### config.mk
export PLATFORM = sky130hd
export DESIGN_NAME = tfoc_top
export DESIGN_NICKNAME = d
export VERILOG_FILES = /design/src/shared/tfoc_pkg.sv /design/src/core/tfoc_chan.sv /design/src/core/tfoc_top.sv
export SDC_FILE = /design/constraint.sdc
export NUM_CORES = 1
export LEC_CHECK = 0
export ABC_CLOCK_PERIOD_IN_PS = 8400
export BUFFER_PORTS_ARGS = -buffer_cell sky130_fd_sc_hd__buf_2
export CORE_MARGIN = 2
export CORE_UTILIZATION = 40
export DETAILED_ROUTE_END_ITERATION = 7
export GPL_TIMING_DRIVEN = 0
export SYNTH_ARGS = -nofsm -noshare
export SYNTH_HDL_FRONTEND = slang
export SYNTH_SLANG_ARGS = --single-unit
export TNS_END_PERCENT = 50
### constraint.sdc
create_clock -name CLK -period 8.4 [get_ports CLK]
set_input_delay 0.42 -clock CLK [delete_from_list [all_inputs] [get_ports CLK]]
set_output_delay 0.42 -clock CLK [all_outputs]
set_load 0.1 [all_outputs]
### src/shared/tfoc_pkg.sv
// Package: constants, types and field layout of the temperature format / overtemp config register
// Notes on behaviour
// - Format bit set: temperatures use twos complement range.
// - Format bit clear: temperatures use offset-64 range.
// - A format change immediately changes decoding of all temperature registers.
// - Offset-range bit clear: offsets span -63 to +64 in half-degree steps; the code decodes -64 to +63.5.
// - Offset-range bit set: offsets span -63 to +127 in one-degree steps; the code decodes -128 to +127.
// - Offset-range choice applies to remote-1, local and remote-2 offset registers.
// - Bit 2 makes general pin six an input (0) or output (1).
// - Bit 3 sets pin six output active level: 0 low, 1 high.
// - Bit 4 selects voltage-ID inputs (0) or general I/O (1) on five pins.
// - Bit 5 lets remote-1 overtemp limit drive the overtemp pin.
// - Bit 6 lets local overtemp limit drive the overtemp pin.
// - Bit 7 lets remote-2 overtemp limit drive the overtemp pin.
// - Offset-64 format: limit of -64 degrees disables that channel's overtemp assertion.
// - Twos complement format: limit of -128 degrees disables that channel's assertion.
// - When the lock bit is set, writes to this register are ignored.
// - Power-on value is 0x01: twos complement, everything else clear.
package tfoc_pkg;

    // ****************************************
    // Register map
    // ****************************************
    localparam logic [7:0] TFOC_ADDR  = 8'h7c;
    localparam logic [7:0] TFOC_RESET = 8'h01;

    localparam int BIT_TWOS   = 0;
    localparam int BIT_OFSRNG = 1;
    localparam int BIT_P6DIR  = 2;
    localparam int BIT_P6POL  = 3;
    localparam int BIT_VIDSEL = 4;
    localparam int BIT_OT_R1  = 5;
    localparam int BIT_OT_LOC = 6;
    localparam int BIT_OT_R2  = 7;

    // ****************************************
    // Temperature codes
    // ****************************************
    localparam logic [7:0] OFS64_BIAS      = 8'h40; // Offset-64 code of 0 degrees
    localparam logic [7:0] LIM_OFF_OFS64   = 8'h00; // -64 degrees in offset-64
    localparam logic [7:0] LIM_OFF_TWOS    = 8'h80; // -128 degrees in twos complement
    localparam int         NCHAN           = 3;     // remote1, local, remote2

    typedef struct packed {
        logic       remote2_overtemp_enable;
        logic       local_overtemp_enable;
        logic       remote1_overtemp_enable;
        logic       voltage_id_pin_select;
        logic       gp_pin6_polarity;
        logic       gp_pin6_direction;
        logic       offset_range_select;
        logic       twos_complement_select;
    } tfoc_cfg_t;

    typedef struct packed {
        logic       wr;
        logic       rd;
        logic [7:0] addr;
        logic [7:0] wdata;
    } tfoc_req_t;

endpackage

### src/core/tfoc_chan.sv
// Per-channel temperature decode and overtemp comparison
`timescale 1ns/100ps
`default_nettype none
module tfoc_chan (
    input  wire logic       clk,
    input  wire logic       srst,
    input  wire logic       twos,
    input  wire logic       ofs_fine,
    input  wire logic [7:0] raw_temp,
    input  wire logic [7:0] raw_offset,
    input  wire logic [7:0] raw_limit,
    input  wire logic       chan_enable,
    output logic signed [9:0] temp_half,
    output logic            over
);
    import tfoc_pkg::*;

    // Decode codes into signed values combinationally, so a format change acts at once
    // Offset-64 subtracts at nine bits so codes below the bias come out negative
    wire logic signed [8:0] temp_deg  = twos ? {raw_temp[7], raw_temp}
                                             : $signed({1'b0, raw_temp})
                                               - $signed({1'b0, OFS64_BIAS});
    wire logic signed [8:0] lim_deg   = twos ? {raw_limit[7], raw_limit}
                                             : $signed({1'b0, raw_limit})
                                               - $signed({1'b0, OFS64_BIAS});
    // Offset in half degrees: fine mode codes are half degrees, coarse are whole
    wire logic signed [9:0] ofs_half  = ofs_fine ? {{2{raw_offset[7]}}, raw_offset}
                                                 : {raw_offset[7], raw_offset, 1'b0};
    wire logic signed [9:0] next_temp = {temp_deg, 1'b0} + ofs_half;
    // Sentinel limit disables assertion for this channel
    wire logic lim_off = twos ? (raw_limit == LIM_OFF_TWOS)
                              : (raw_limit == LIM_OFF_OFS64);
    // Limit kept signed so negative limits compare correctly
    wire logic signed [9:0] lim_half = {lim_deg, 1'b0};
    wire logic next_over = chan_enable && !lim_off && (next_temp >= lim_half);

    always_ff @(posedge clk) begin
        if (srst) begin
            temp_half <= '0;
            over      <= 1'b0;
        end else begin
            temp_half <= next_temp;
            over      <= next_over;
        end
    end

    chk_sentinel_quiet: assert property (@(posedge clk) disable iff (srst)
        (!$past(twos) && $past(raw_limit) == LIM_OFF_OFS64) |-> !over)
        else $error("overtemp asserted with offset-64 disable limit");
    chk_sentinel_twos: assert property (@(posedge clk) disable iff (srst)
        ($past(twos) && $past(raw_limit) == LIM_OFF_TWOS) |-> !over)
        else $error("overtemp asserted with twos disable limit");
endmodule
`default_nettype wire

### src/core/tfoc_top.sv
// Temperature format / overtemp configuration register and the pin steering it controls
`timescale 1ns/100ps
`default_nettype none
module tfoc_top (
    input  wire logic                CLK,
    input  wire logic                SRST,
    input  wire tfoc_pkg::tfoc_req_t REQ,
    input  wire logic                LOCK,
    output logic [7:0]               RDATA,
    output tfoc_pkg::tfoc_cfg_t      CFG,
    input  wire logic [23:0]         RAW_TEMP,
    input  wire logic [23:0]         RAW_OFFSET,
    input  wire logic [23:0]         RAW_LIMIT,
    output logic [29:0]              TEMP_HALF,
    input  wire logic                PIN6_I,
    input  wire logic                PIN6_VALUE,
    output logic                     PIN6_O,
    output logic                     PIN6_OE,
    output logic                     PIN6_IN,
    input  wire logic [4:0]          VID_PINS_I,
    output logic [4:0]               VID_CODE,
    output logic [4:0]               GPIO_IN,
    input  wire logic                OT_I,
    output logic                     OT_O,
    output logic                     OT_OE,
    output logic                     OT_TIMER_IN
);
    import tfoc_pkg::*;

    // ****************************************
    // Register access
    // ****************************************
    tfoc_cfg_t cfg;
    wire logic hit    = REQ.addr == TFOC_ADDR;
    wire logic wr_ok  = REQ.wr && hit && !LOCK;

    // Configuration register; lock silently drops writes
    always_ff @(posedge CLK) begin
        if (SRST) begin
            cfg <= tfoc_cfg_t'(TFOC_RESET);
        end else if (wr_ok) begin
            cfg <= tfoc_cfg_t'(REQ.wdata);
        end
    end

    // Read data registered; unmapped addresses read zero
    always_ff @(posedge CLK) begin
        if (SRST) begin
            RDATA <= '0;
        end else if (REQ.rd) begin
            RDATA <= hit ? 8'(cfg) : '0;
        end
    end

    always_ff @(posedge CLK) begin
        if (SRST) begin
            CFG <= tfoc_cfg_t'(TFOC_RESET);
        end else begin
            CFG <= cfg;
        end
    end

    // ****************************************
    // Pin synchronisers
    // ****************************************
    logic [6:0] sync1;
    logic [6:0] sync2;
    always_ff @(posedge CLK) begin
        if (SRST) begin
            sync1 <= '1;
            sync2 <= '1;
        end else begin
            sync1 <= {OT_I, PIN6_I, VID_PINS_I};
            sync2 <= sync1;
        end
    end
    wire logic [4:0] vid_s  = sync2[4:0];
    wire logic       pin6_s = sync2[5];
    wire logic       ot_s   = sync2[6];

    // ****************************************
    // Channels: remote1, local, remote2 share format and offset range
    // ****************************************
    wire logic [NCHAN-1:0] ch_en = {cfg.remote2_overtemp_enable,
                                    cfg.local_overtemp_enable,
                                    cfg.remote1_overtemp_enable};
    logic [NCHAN-1:0] ch_over;
    logic [29:0]      temp_all;

    genvar g;
    generate
        for (g = 0; g < NCHAN; g++) begin : g_ch
            tfoc_chan u_chan (
                .clk        (CLK),
                .srst       (SRST),
                .twos       (cfg.twos_complement_select),
                .ofs_fine   (!cfg.offset_range_select),
                .raw_temp   (RAW_TEMP[g*8 +: 8]),
                .raw_offset (RAW_OFFSET[g*8 +: 8]),
                .raw_limit  (RAW_LIMIT[g*8 +: 8]),
                .chan_enable(ch_en[g]),
                .temp_half  (temp_all[g*10 +: 10]),
                .over       (ch_over[g])
            );
        end
    endgenerate

    // ****************************************
    // Pin steering
    // ****************************************
    // Active-low overtemp pin; driven only when an enabled channel trips
    wire logic any_over     = |ch_over;
    // General pin six: output only when direction is output, polarity applied
    wire logic p6_drive     = cfg.gp_pin6_direction;
    wire logic p6_level     = cfg.gp_pin6_polarity ? PIN6_VALUE : !PIN6_VALUE;
    wire logic vid_mode     = !cfg.voltage_id_pin_select;

    // Outputs registered so every top output comes from a flip-flop
    always_ff @(posedge CLK) begin
        if (SRST) begin
            TEMP_HALF   <= '0;
            OT_O        <= 1'b0;
            OT_OE       <= 1'b0;
            OT_TIMER_IN <= 1'b0;
            PIN6_O      <= 1'b0;
            PIN6_OE     <= 1'b0;
            PIN6_IN     <= 1'b0;
            VID_CODE    <= '0;
            GPIO_IN     <= '0;
        end else begin
            TEMP_HALF   <= temp_all;
            OT_O        <= 1'b0;
            OT_OE       <= any_over;
            OT_TIMER_IN <= !ot_s;                               // Pin still timed as input
            PIN6_O      <= p6_level;
            PIN6_OE     <= p6_drive;
            PIN6_IN     <= p6_drive ? 1'b0 : pin6_s;
            VID_CODE    <= vid_mode ? vid_s : '0;
            GPIO_IN     <= vid_mode ? '0 : vid_s;
        end
    end

    // ****************************************
    // Checks
    // ****************************************
    chk_lock_holds: assert property (@(posedge CLK) disable iff (SRST)
        LOCK |=> $stable(cfg))
        else $error("register changed while locked");
    chk_write_lands: assert property (@(posedge CLK) disable iff (SRST)
        (REQ.wr && REQ.addr == TFOC_ADDR && !LOCK) |=> 8'(cfg) == $past(REQ.wdata))
        else $error("unlocked write not stored");
    chk_reset_value: assert property (@(posedge CLK)
        $past(SRST) |-> 8'(cfg) == TFOC_RESET)
        else $error("reset value wrong");
    chk_ot_gated: assert property (@(posedge CLK) disable iff (SRST)
        $past(ch_en, 2) == '0 && $past(ch_en) == '0 |-> !OT_OE)
        else $error("overtemp pin driven with all channels disabled");
    chk_p6_dir: assert property (@(posedge CLK) disable iff (SRST)
        ##1 PIN6_OE == $past(cfg.gp_pin6_direction))
        else $error("pin six direction mismatch");
    chk_p6_pol: assert property (@(posedge CLK) disable iff (SRST)
        ##1 PIN6_O == ($past(cfg.gp_pin6_polarity) ? $past(PIN6_VALUE) : !$past(PIN6_VALUE)))
        else $error("pin six level mismatch");
    chk_vid_route: assert property (@(posedge CLK) disable iff (SRST)
        ##1 ($past(cfg.voltage_id_pin_select) ? VID_CODE == '0 : GPIO_IN == '0))
        else $error("five-pin group routed to wrong function");
    chk_ot_low: assert property (@(posedge CLK) disable iff (SRST)
        OT_OE |-> !OT_O)
        else $error("overtemp pin driven high");
endmodule
`default_nettype wire

# --- Word level (Yosys, flattened, before mapping) ---
# Cells that the tools add are included.
word_totals:
  register_bits: 115
  in_bits: 101
  output_inout_bits: 62
  elab_cells: 84
classes:
  n_addsub: 9
  n_lt_le_gt_ge: 3
  eq_ne: 4
  mux: 14
  bitwise_logic: 1
  n_reduce_logical: 21
op_table:
  columns: ["cell", "n"]
  rows:
  - ["2-to-1 mux 9 bit", 6]
  - ["subtractor 8 x 7 -> 9 bit (second input constant)", 6]
  - ["2-to-1 mux 8 bit", 4]
  - ["adder 10 bit", 3]
  - ["greater-or-equal comparator 10 bit", 3]
  - ["== test 8 bit (second input constant)", 3]
  - ["logical NOT 8 bit", 3]
  - ["== test 8 x 7 -> 1 bit (second input constant)", 1]
  - ["logical AND 1 bit", 8]
  - ["logical NOT 1 bit", 6]
  - ["OR reduction 2 bit", 3]
  - ["2-to-1 mux 1 bit", 4]
  - ["OR reduction 3 bit", 1]
  - ["NOT 1 bit", 1]

# --- Longest topological paths before layout ---
depth:
  depth_word: 5
  depth_mapped: 15
  mapped_depth_nobuf: 13

# --- Modules after synthesis ---
# From an unflattened synthesis, not the netlist that was laid out.
hier_totals:
  cells_unflattened: 598
  area_unflattened_um2: 5988.2
modules_own_cells:
  columns: ["mod", "instances", "cells_each", "area_each_um2", "seq_area_each_um2"]
  rows:
  - ["tfoc_top", 1, 210, 2466.1, 1641.6]
  - ["tfoc_chan (g_ch[0].u_chan ...)", 2, 128, 1169.9, 220.2]
  - ["tfoc_chan (g_ch[1].u_chan)", 1, 132, 1182.4, 220.2]

# --- Worst setup path before layout ---
# Ideal clock, no wire load.
synth_path:
  path_type: "register to register"
  from: "register cfg[1] in the netlist's numbering"
  to: "register g_ch[1].u_chan.over"
  setup_time_ns: 0.130
  t_arrival_ns: 3.009
  t_required_ns: 8.270
  setup_slack_ns: 5.261
  stages_incl_launch_ff: 13
  n_path_buf: 2
  synth_period_minus_slack_ns: 3.139
  path_cell_list: "dfxtp_1 buf_2 buf_2 mux2_2 ha_1 fa_1 a211oi_1 o21ai_1 o31ai_1 xnor2_1 ha_1 nor4b_1 a31oi_1"
synth_via:
  elab_chain_len: 4
synth_lines:
  columns: ["element", "line", "rtl"]
  rows:
  - ["start, declared", "tfoc_top.sv:33", "tfoc_cfg_t cfg;"]
  - ["start signal, assigned", "tfoc_top.sv:40", "cfg <= tfoc_cfg_t'(TFOC_RESET);"]
  - ["start signal, assigned", "tfoc_top.sv:42", "cfg <= tfoc_cfg_t'(REQ.wdata);"]
  - ["2-to-1 mux 8 bit", "tfoc_chan.sv:27", "wire logic signed [9:0] ofs_half = ofs_fine ? {{2{raw_offset[7]}}, raw_offset}"]
  - ["adder 10 bit", "tfoc_chan.sv:29", "wire logic signed [9:0] next_temp = {temp_deg, 1'b0} + ofs_half;"]
  - ["named net g_ch[1].u_chan.next_temp[9]", "tfoc_chan.sv:29", null]
  - ["greater-or-equal comparator 10 bit", "tfoc_chan.sv:35", "wire logic next_over = chan_enable && !lim_off && (next_temp >= lim_half);"]
  - ["logical AND 1 bit", "tfoc_chan.sv:35", null]
  - ["end signal, assigned", "tfoc_chan.sv:43", "over <= next_over;"]
  - ["end, declared", "tfoc_chan.sv:14", "output logic over"]
# The timed path passes the listed nets, and every way through them passes these cells.
# A chain may end at the register's enable or synchronous reset.

# --- Final worst setup path ---
# Ends and elaborated chain as after synthesis.

==> flow_summary.yaml <==
placed_design:
  hpwlAfterDp_mm: 10.2
  dp_cells: 908
  postPlaceCellArea_sq_um: 6640
  gp_congestion: 0.814
  io_buffers: 161
pwr:
  p_leak_nw: 3.53
  cellPowerDensity_nw_per_um2: 223
  irDropWorstVdd_v: 0.000135
finish:
  drive_gt1_share_pct: 32.9
  antenna-diode-count: 0
  fillers: 1298
  finalNonFillerCells: 940
  syn2layout_area_growth_pct: 28.8
  fin_nets: 914
  final_area_sq_um: 7230
critical_path:
  cp_data_arrival_time_ns: 3.93
  cp_slowest_stage_delay_ns: 0.43
  crit_required_ns: 8.68
  cp_slowest_cell: "fa_1"
  timing.rr.start: "cfg[1]$_SDFFE_PP0P_"
  reg2reg_depth: 14
  path_class: "reg -> reg"
  path_max_fanout: 10
  reg2reg_to: "g_ch[1].u_chan.over$_SDFF_PP0_"
  critPathLaunchType: "flip-flop"
  reg2reg_slack_ns: 4.75
  worstPathCellList: "buf_2 -> buf_2 -> mux2_2 -> ha_1 -> fa_1 -> a211oi_1 -> o21ai_1 -> o31ai_1 -> xnor2_1 -> ha_1 -> o31ai_1 -> o21ai_0 -> nand3_1 -> a31oi_1"
  end_kind: "flip-flop"
status:
  status: "complete, no violations"
clocking:
  clock_insertion_delay_worst_skew_ns: 0.40
  ctsHtreeMaxLevel: 4
  cts_buffer_depth: 2
  clk_pin_slew_ns: 0.06
  postCtsHoldBufs: 0
  post_cts_buffers: 0
  numCtsBuffers: 17
  clockRootBuffer: "clkbuf_16"
  cts_resized: 0
  cts_num_sinks: 115
  cts_tree: "yes"
job:
  cap_violations: 0
sta:
  fin_skew_ns: 0.00542
  report.final.setup_viol: 0
  finalMaxSlewViolations: 0
  period_needed_ns: 3.65
  rsz0062_at_grt: "false"
  post-route-period-util_pct: 43.4
  hold_viol_final: 0
  tns_ns: 0
  worstMarginPinSlew_ns: 0.622
  slew_headroom_pct: 58.5
  max_freq_mhz: 274
routing:
  antenna_left: 0
  drt_iter0_drc: 159
  wl_per_cell_um: 13.5
  via_per_inst: 4.68
  finalWirelength_mm: 12.7
  vias: 4403
  drt_first_pass_iters: 4
  drc: 0
die:
  initial_core_util_pct: 40.8
  die_h_um: 122
  io_pins: 163
  coreArea_sq_um: 13800
  chipWidth_um: 122
  rows: 43
  die_area_sq_um: 15000
grt:
  grt_pass1_wl_mm: 20.1
  antenna_found_initial: 0
  grt_max_degree: 17
  grt_pass1_vias: 4312
  overflow: 0
  grt_usage_pct: 17.4
synthesis:
  yosysWarnings: 0
  seq_area_frac_synth_pct: 41.0
  avgSynthCellArea_sq_um: 9.90
  synth_edf_count: 0
  synth-main-ff-cell: "dfxtp_1"
  syn_area_sq_um: 5610
  syn_nets: 734
  async_flop_share_pct: 0
  synthDistinctLibCells: 51
  syn_inst: 567
  synth_seq_cells: 115
worst_hold_path:
  min_path_cells: 2
  hold_path.class: "in -> reg"
  hold_start: "OT_I"
  hold_end: "sync1[6]$_SDFF_PP1_"
synthesized netlist by cell type, types with 2 or more instances:
library cell	n	share of area (%)
nor3b_1	2	0.27
nor4b_1	2	0.31
xor2_1	9	1.4
nor2_1	34	2.3
inv_1	41	2.7
o21bai_1	2	0.27
o2111ai_1	2	0.31
buf_1	2	0.13
mux2i_1	17	3.0
nor3_1	7	0.62
a21oi_1	27	2.4
clkbuf_1	7	0.47
a31oi_1	4	0.45
o211ai_1	2	0.27
nor4_1	3	0.33
nand3_1	4	0.36
nor2b_1	67	7.5
o221ai_1	2	0.31
buf_2	8	0.71
dfxtp_1	115	41
fa_1	3	1.1
a21o_1	7	0.94
o31ai_1	3	0.40
xnor2_1	21	3.3
buf_4	3	0.40
o21ai_0	16	1.4
nand2b_1	6	0.67
and2_1	11	1.2
mux2_2	26	5.2
and3b_1	2	0.31
ha_1	63	14
a211oi_1	4	0.54
nand2_1	8	0.54
nand4_1	5	0.56
or2_2	16	1.8
critical path: cells and delay by family, from the launching register on:
family / cells / cell delay, ns
buffers and inverters: 2 / 0.59
multiplexers: 1 / 0.36
adder cells (fa/ha/maj): 3 / 0.89
flip-flops: 1 / 0.37
XOR/XNOR: 1 / 0.16
AO/OA/AOI/OAI: 6 / 1.05
AND/OR/NAND/NOR: 1 / 0.09
cell families (layout without fill, tap and decap cells):
| logic type | after synthesis | in the layout | share of synthesized area, % |
|---|---|---|---|
| simple gates | 172 | 172 | 17.5 |
| compound gates | 78 | 78 | 8.72 |
| fa+ha+maj | 66 | 66 | 15.1 |
| buf+inv | 62 | 255 | 4.66 |
| other cells | 1 | 1 | 0.0668 |
| xor+xnor | 30 | 30 | 4.68 |
| mux | 43 | 43 | 8.25 |
| flops | 115 | 115 | 41.0 |
power breakdown:
group / internal (mW) / leakage (nW) / total (mW) / switching [mW]
Sequential: 0.579 / 0.946 / 0.586 / 0.00655
Clock: 0.439 / 0.281 / 0.691 / 0.252
Combinational: 0.120 / 2.31 / 0.335 / 0.215
cells in the final DEF, fill, tap and decap left out, drive strengths merged, types with 2 or more instances in the layout:
cell / n
nand2: 8
o31ai: 3
nor4b: 2
clkinvlp: 2
a21o: 7
nor2: 34
or2: 16
ha: 63
o211ai: 2
nor2b: 68
o221ai: 2
xor2: 9
nand3: 4
nor4: 4
fa: 3
dfxtp: 115
nand4: 5
nor3: 7
clkbuf: 25
nor3b: 2
mux2i: 17
inv: 44
a211oi: 4
a31oi: 4
o21bai: 2
xnor2: 21
clkinv: 7
buf: 175
nand2b: 6
a21oi: 27
o2111ai: 2
o21ai: 17
mux2: 26
bufinv: 2
and2: 12
and3b: 2
metal layers:
| layer | wire length (um) | global-route usage, % |
|---|---|---|
| met5 | 0 | 0 |
| met4 | 106 | 5.46 |
| met2 | 5910 | 29.5 |
| met3 | 793 | 4.32 |
| met1 | 5910 | 21.6 |
registers in the layout, indices dropped and copies added, names as in the netlist, 3 cells and up:
register / cells
g_ch.u_chan.over: 3
g_ch.u_chan.temp_half: 30
sync2: 7
CFG: 7
sync1: 7
VID_CODE: 5
cfg: 7
TEMP_HALF: 30
GPIO_IN: 5
RDATA: 8
worst max-delay path by stage:
stage | end | start | slack, ns | cells past startpoint
2_1_floorplan | g_ch[1].u_chan.over$_SDFF_PP0_ | cfg[1]$_SDFFE_PP0P_ | 5.26 | 12
3_3_place_gp | g_ch[1].u_chan.over$_SDFF_PP0_ | cfg[1]$_SDFFE_PP0P_ | 4.74 | 12
3_5_place_dp | g_ch[2].u_chan.over$_SDFF_PP0_ | cfg[1]$_SDFFE_PP0P_ | 4.74 | 14
4_1_cts | g_ch[1].u_chan.over$_SDFF_PP0_ | cfg[1]$_SDFFE_PP0P_ | 4.74 | 14
5_1_grt | g_ch[2].u_chan.over$_SDFF_PP0_ | cfg[1]$_SDFFE_PP0P_ | 4.40 | 14
6_report | g_ch[1].u_chan.over$_SDFF_PP0_ | cfg[1]$_SDFFE_PP0P_ | 4.75 | 14
layout make-up:
type	count	area, sq um	share of cell area, %
repair buffers	161	806	11.1
flip-flops and latches	115	2300	31.9
well taps	180	225	3.12
plain buffers	21	108	1.49
clock inverters	14	155	2.15
inverters	41	154	2.13
multi-input cells	390	3050	42.2
clock buffers	18	429	5.94
stage by stage:
stage                     power [mW]  util [%]  worst slack [ns]  hold slack, ns
after floorplan                0.852         -              5.26           0.368
after global placement         0.927      48.2              4.74           0.374
after detailed placement       0.934      48.2              4.74           0.377
after CTS                       1.63      52.5              4.74           0.185
after global routing            1.69      52.5              4.40           0.189
final                           1.61      52.5              4.75           0.199
(Power assumes the default switching activity.)
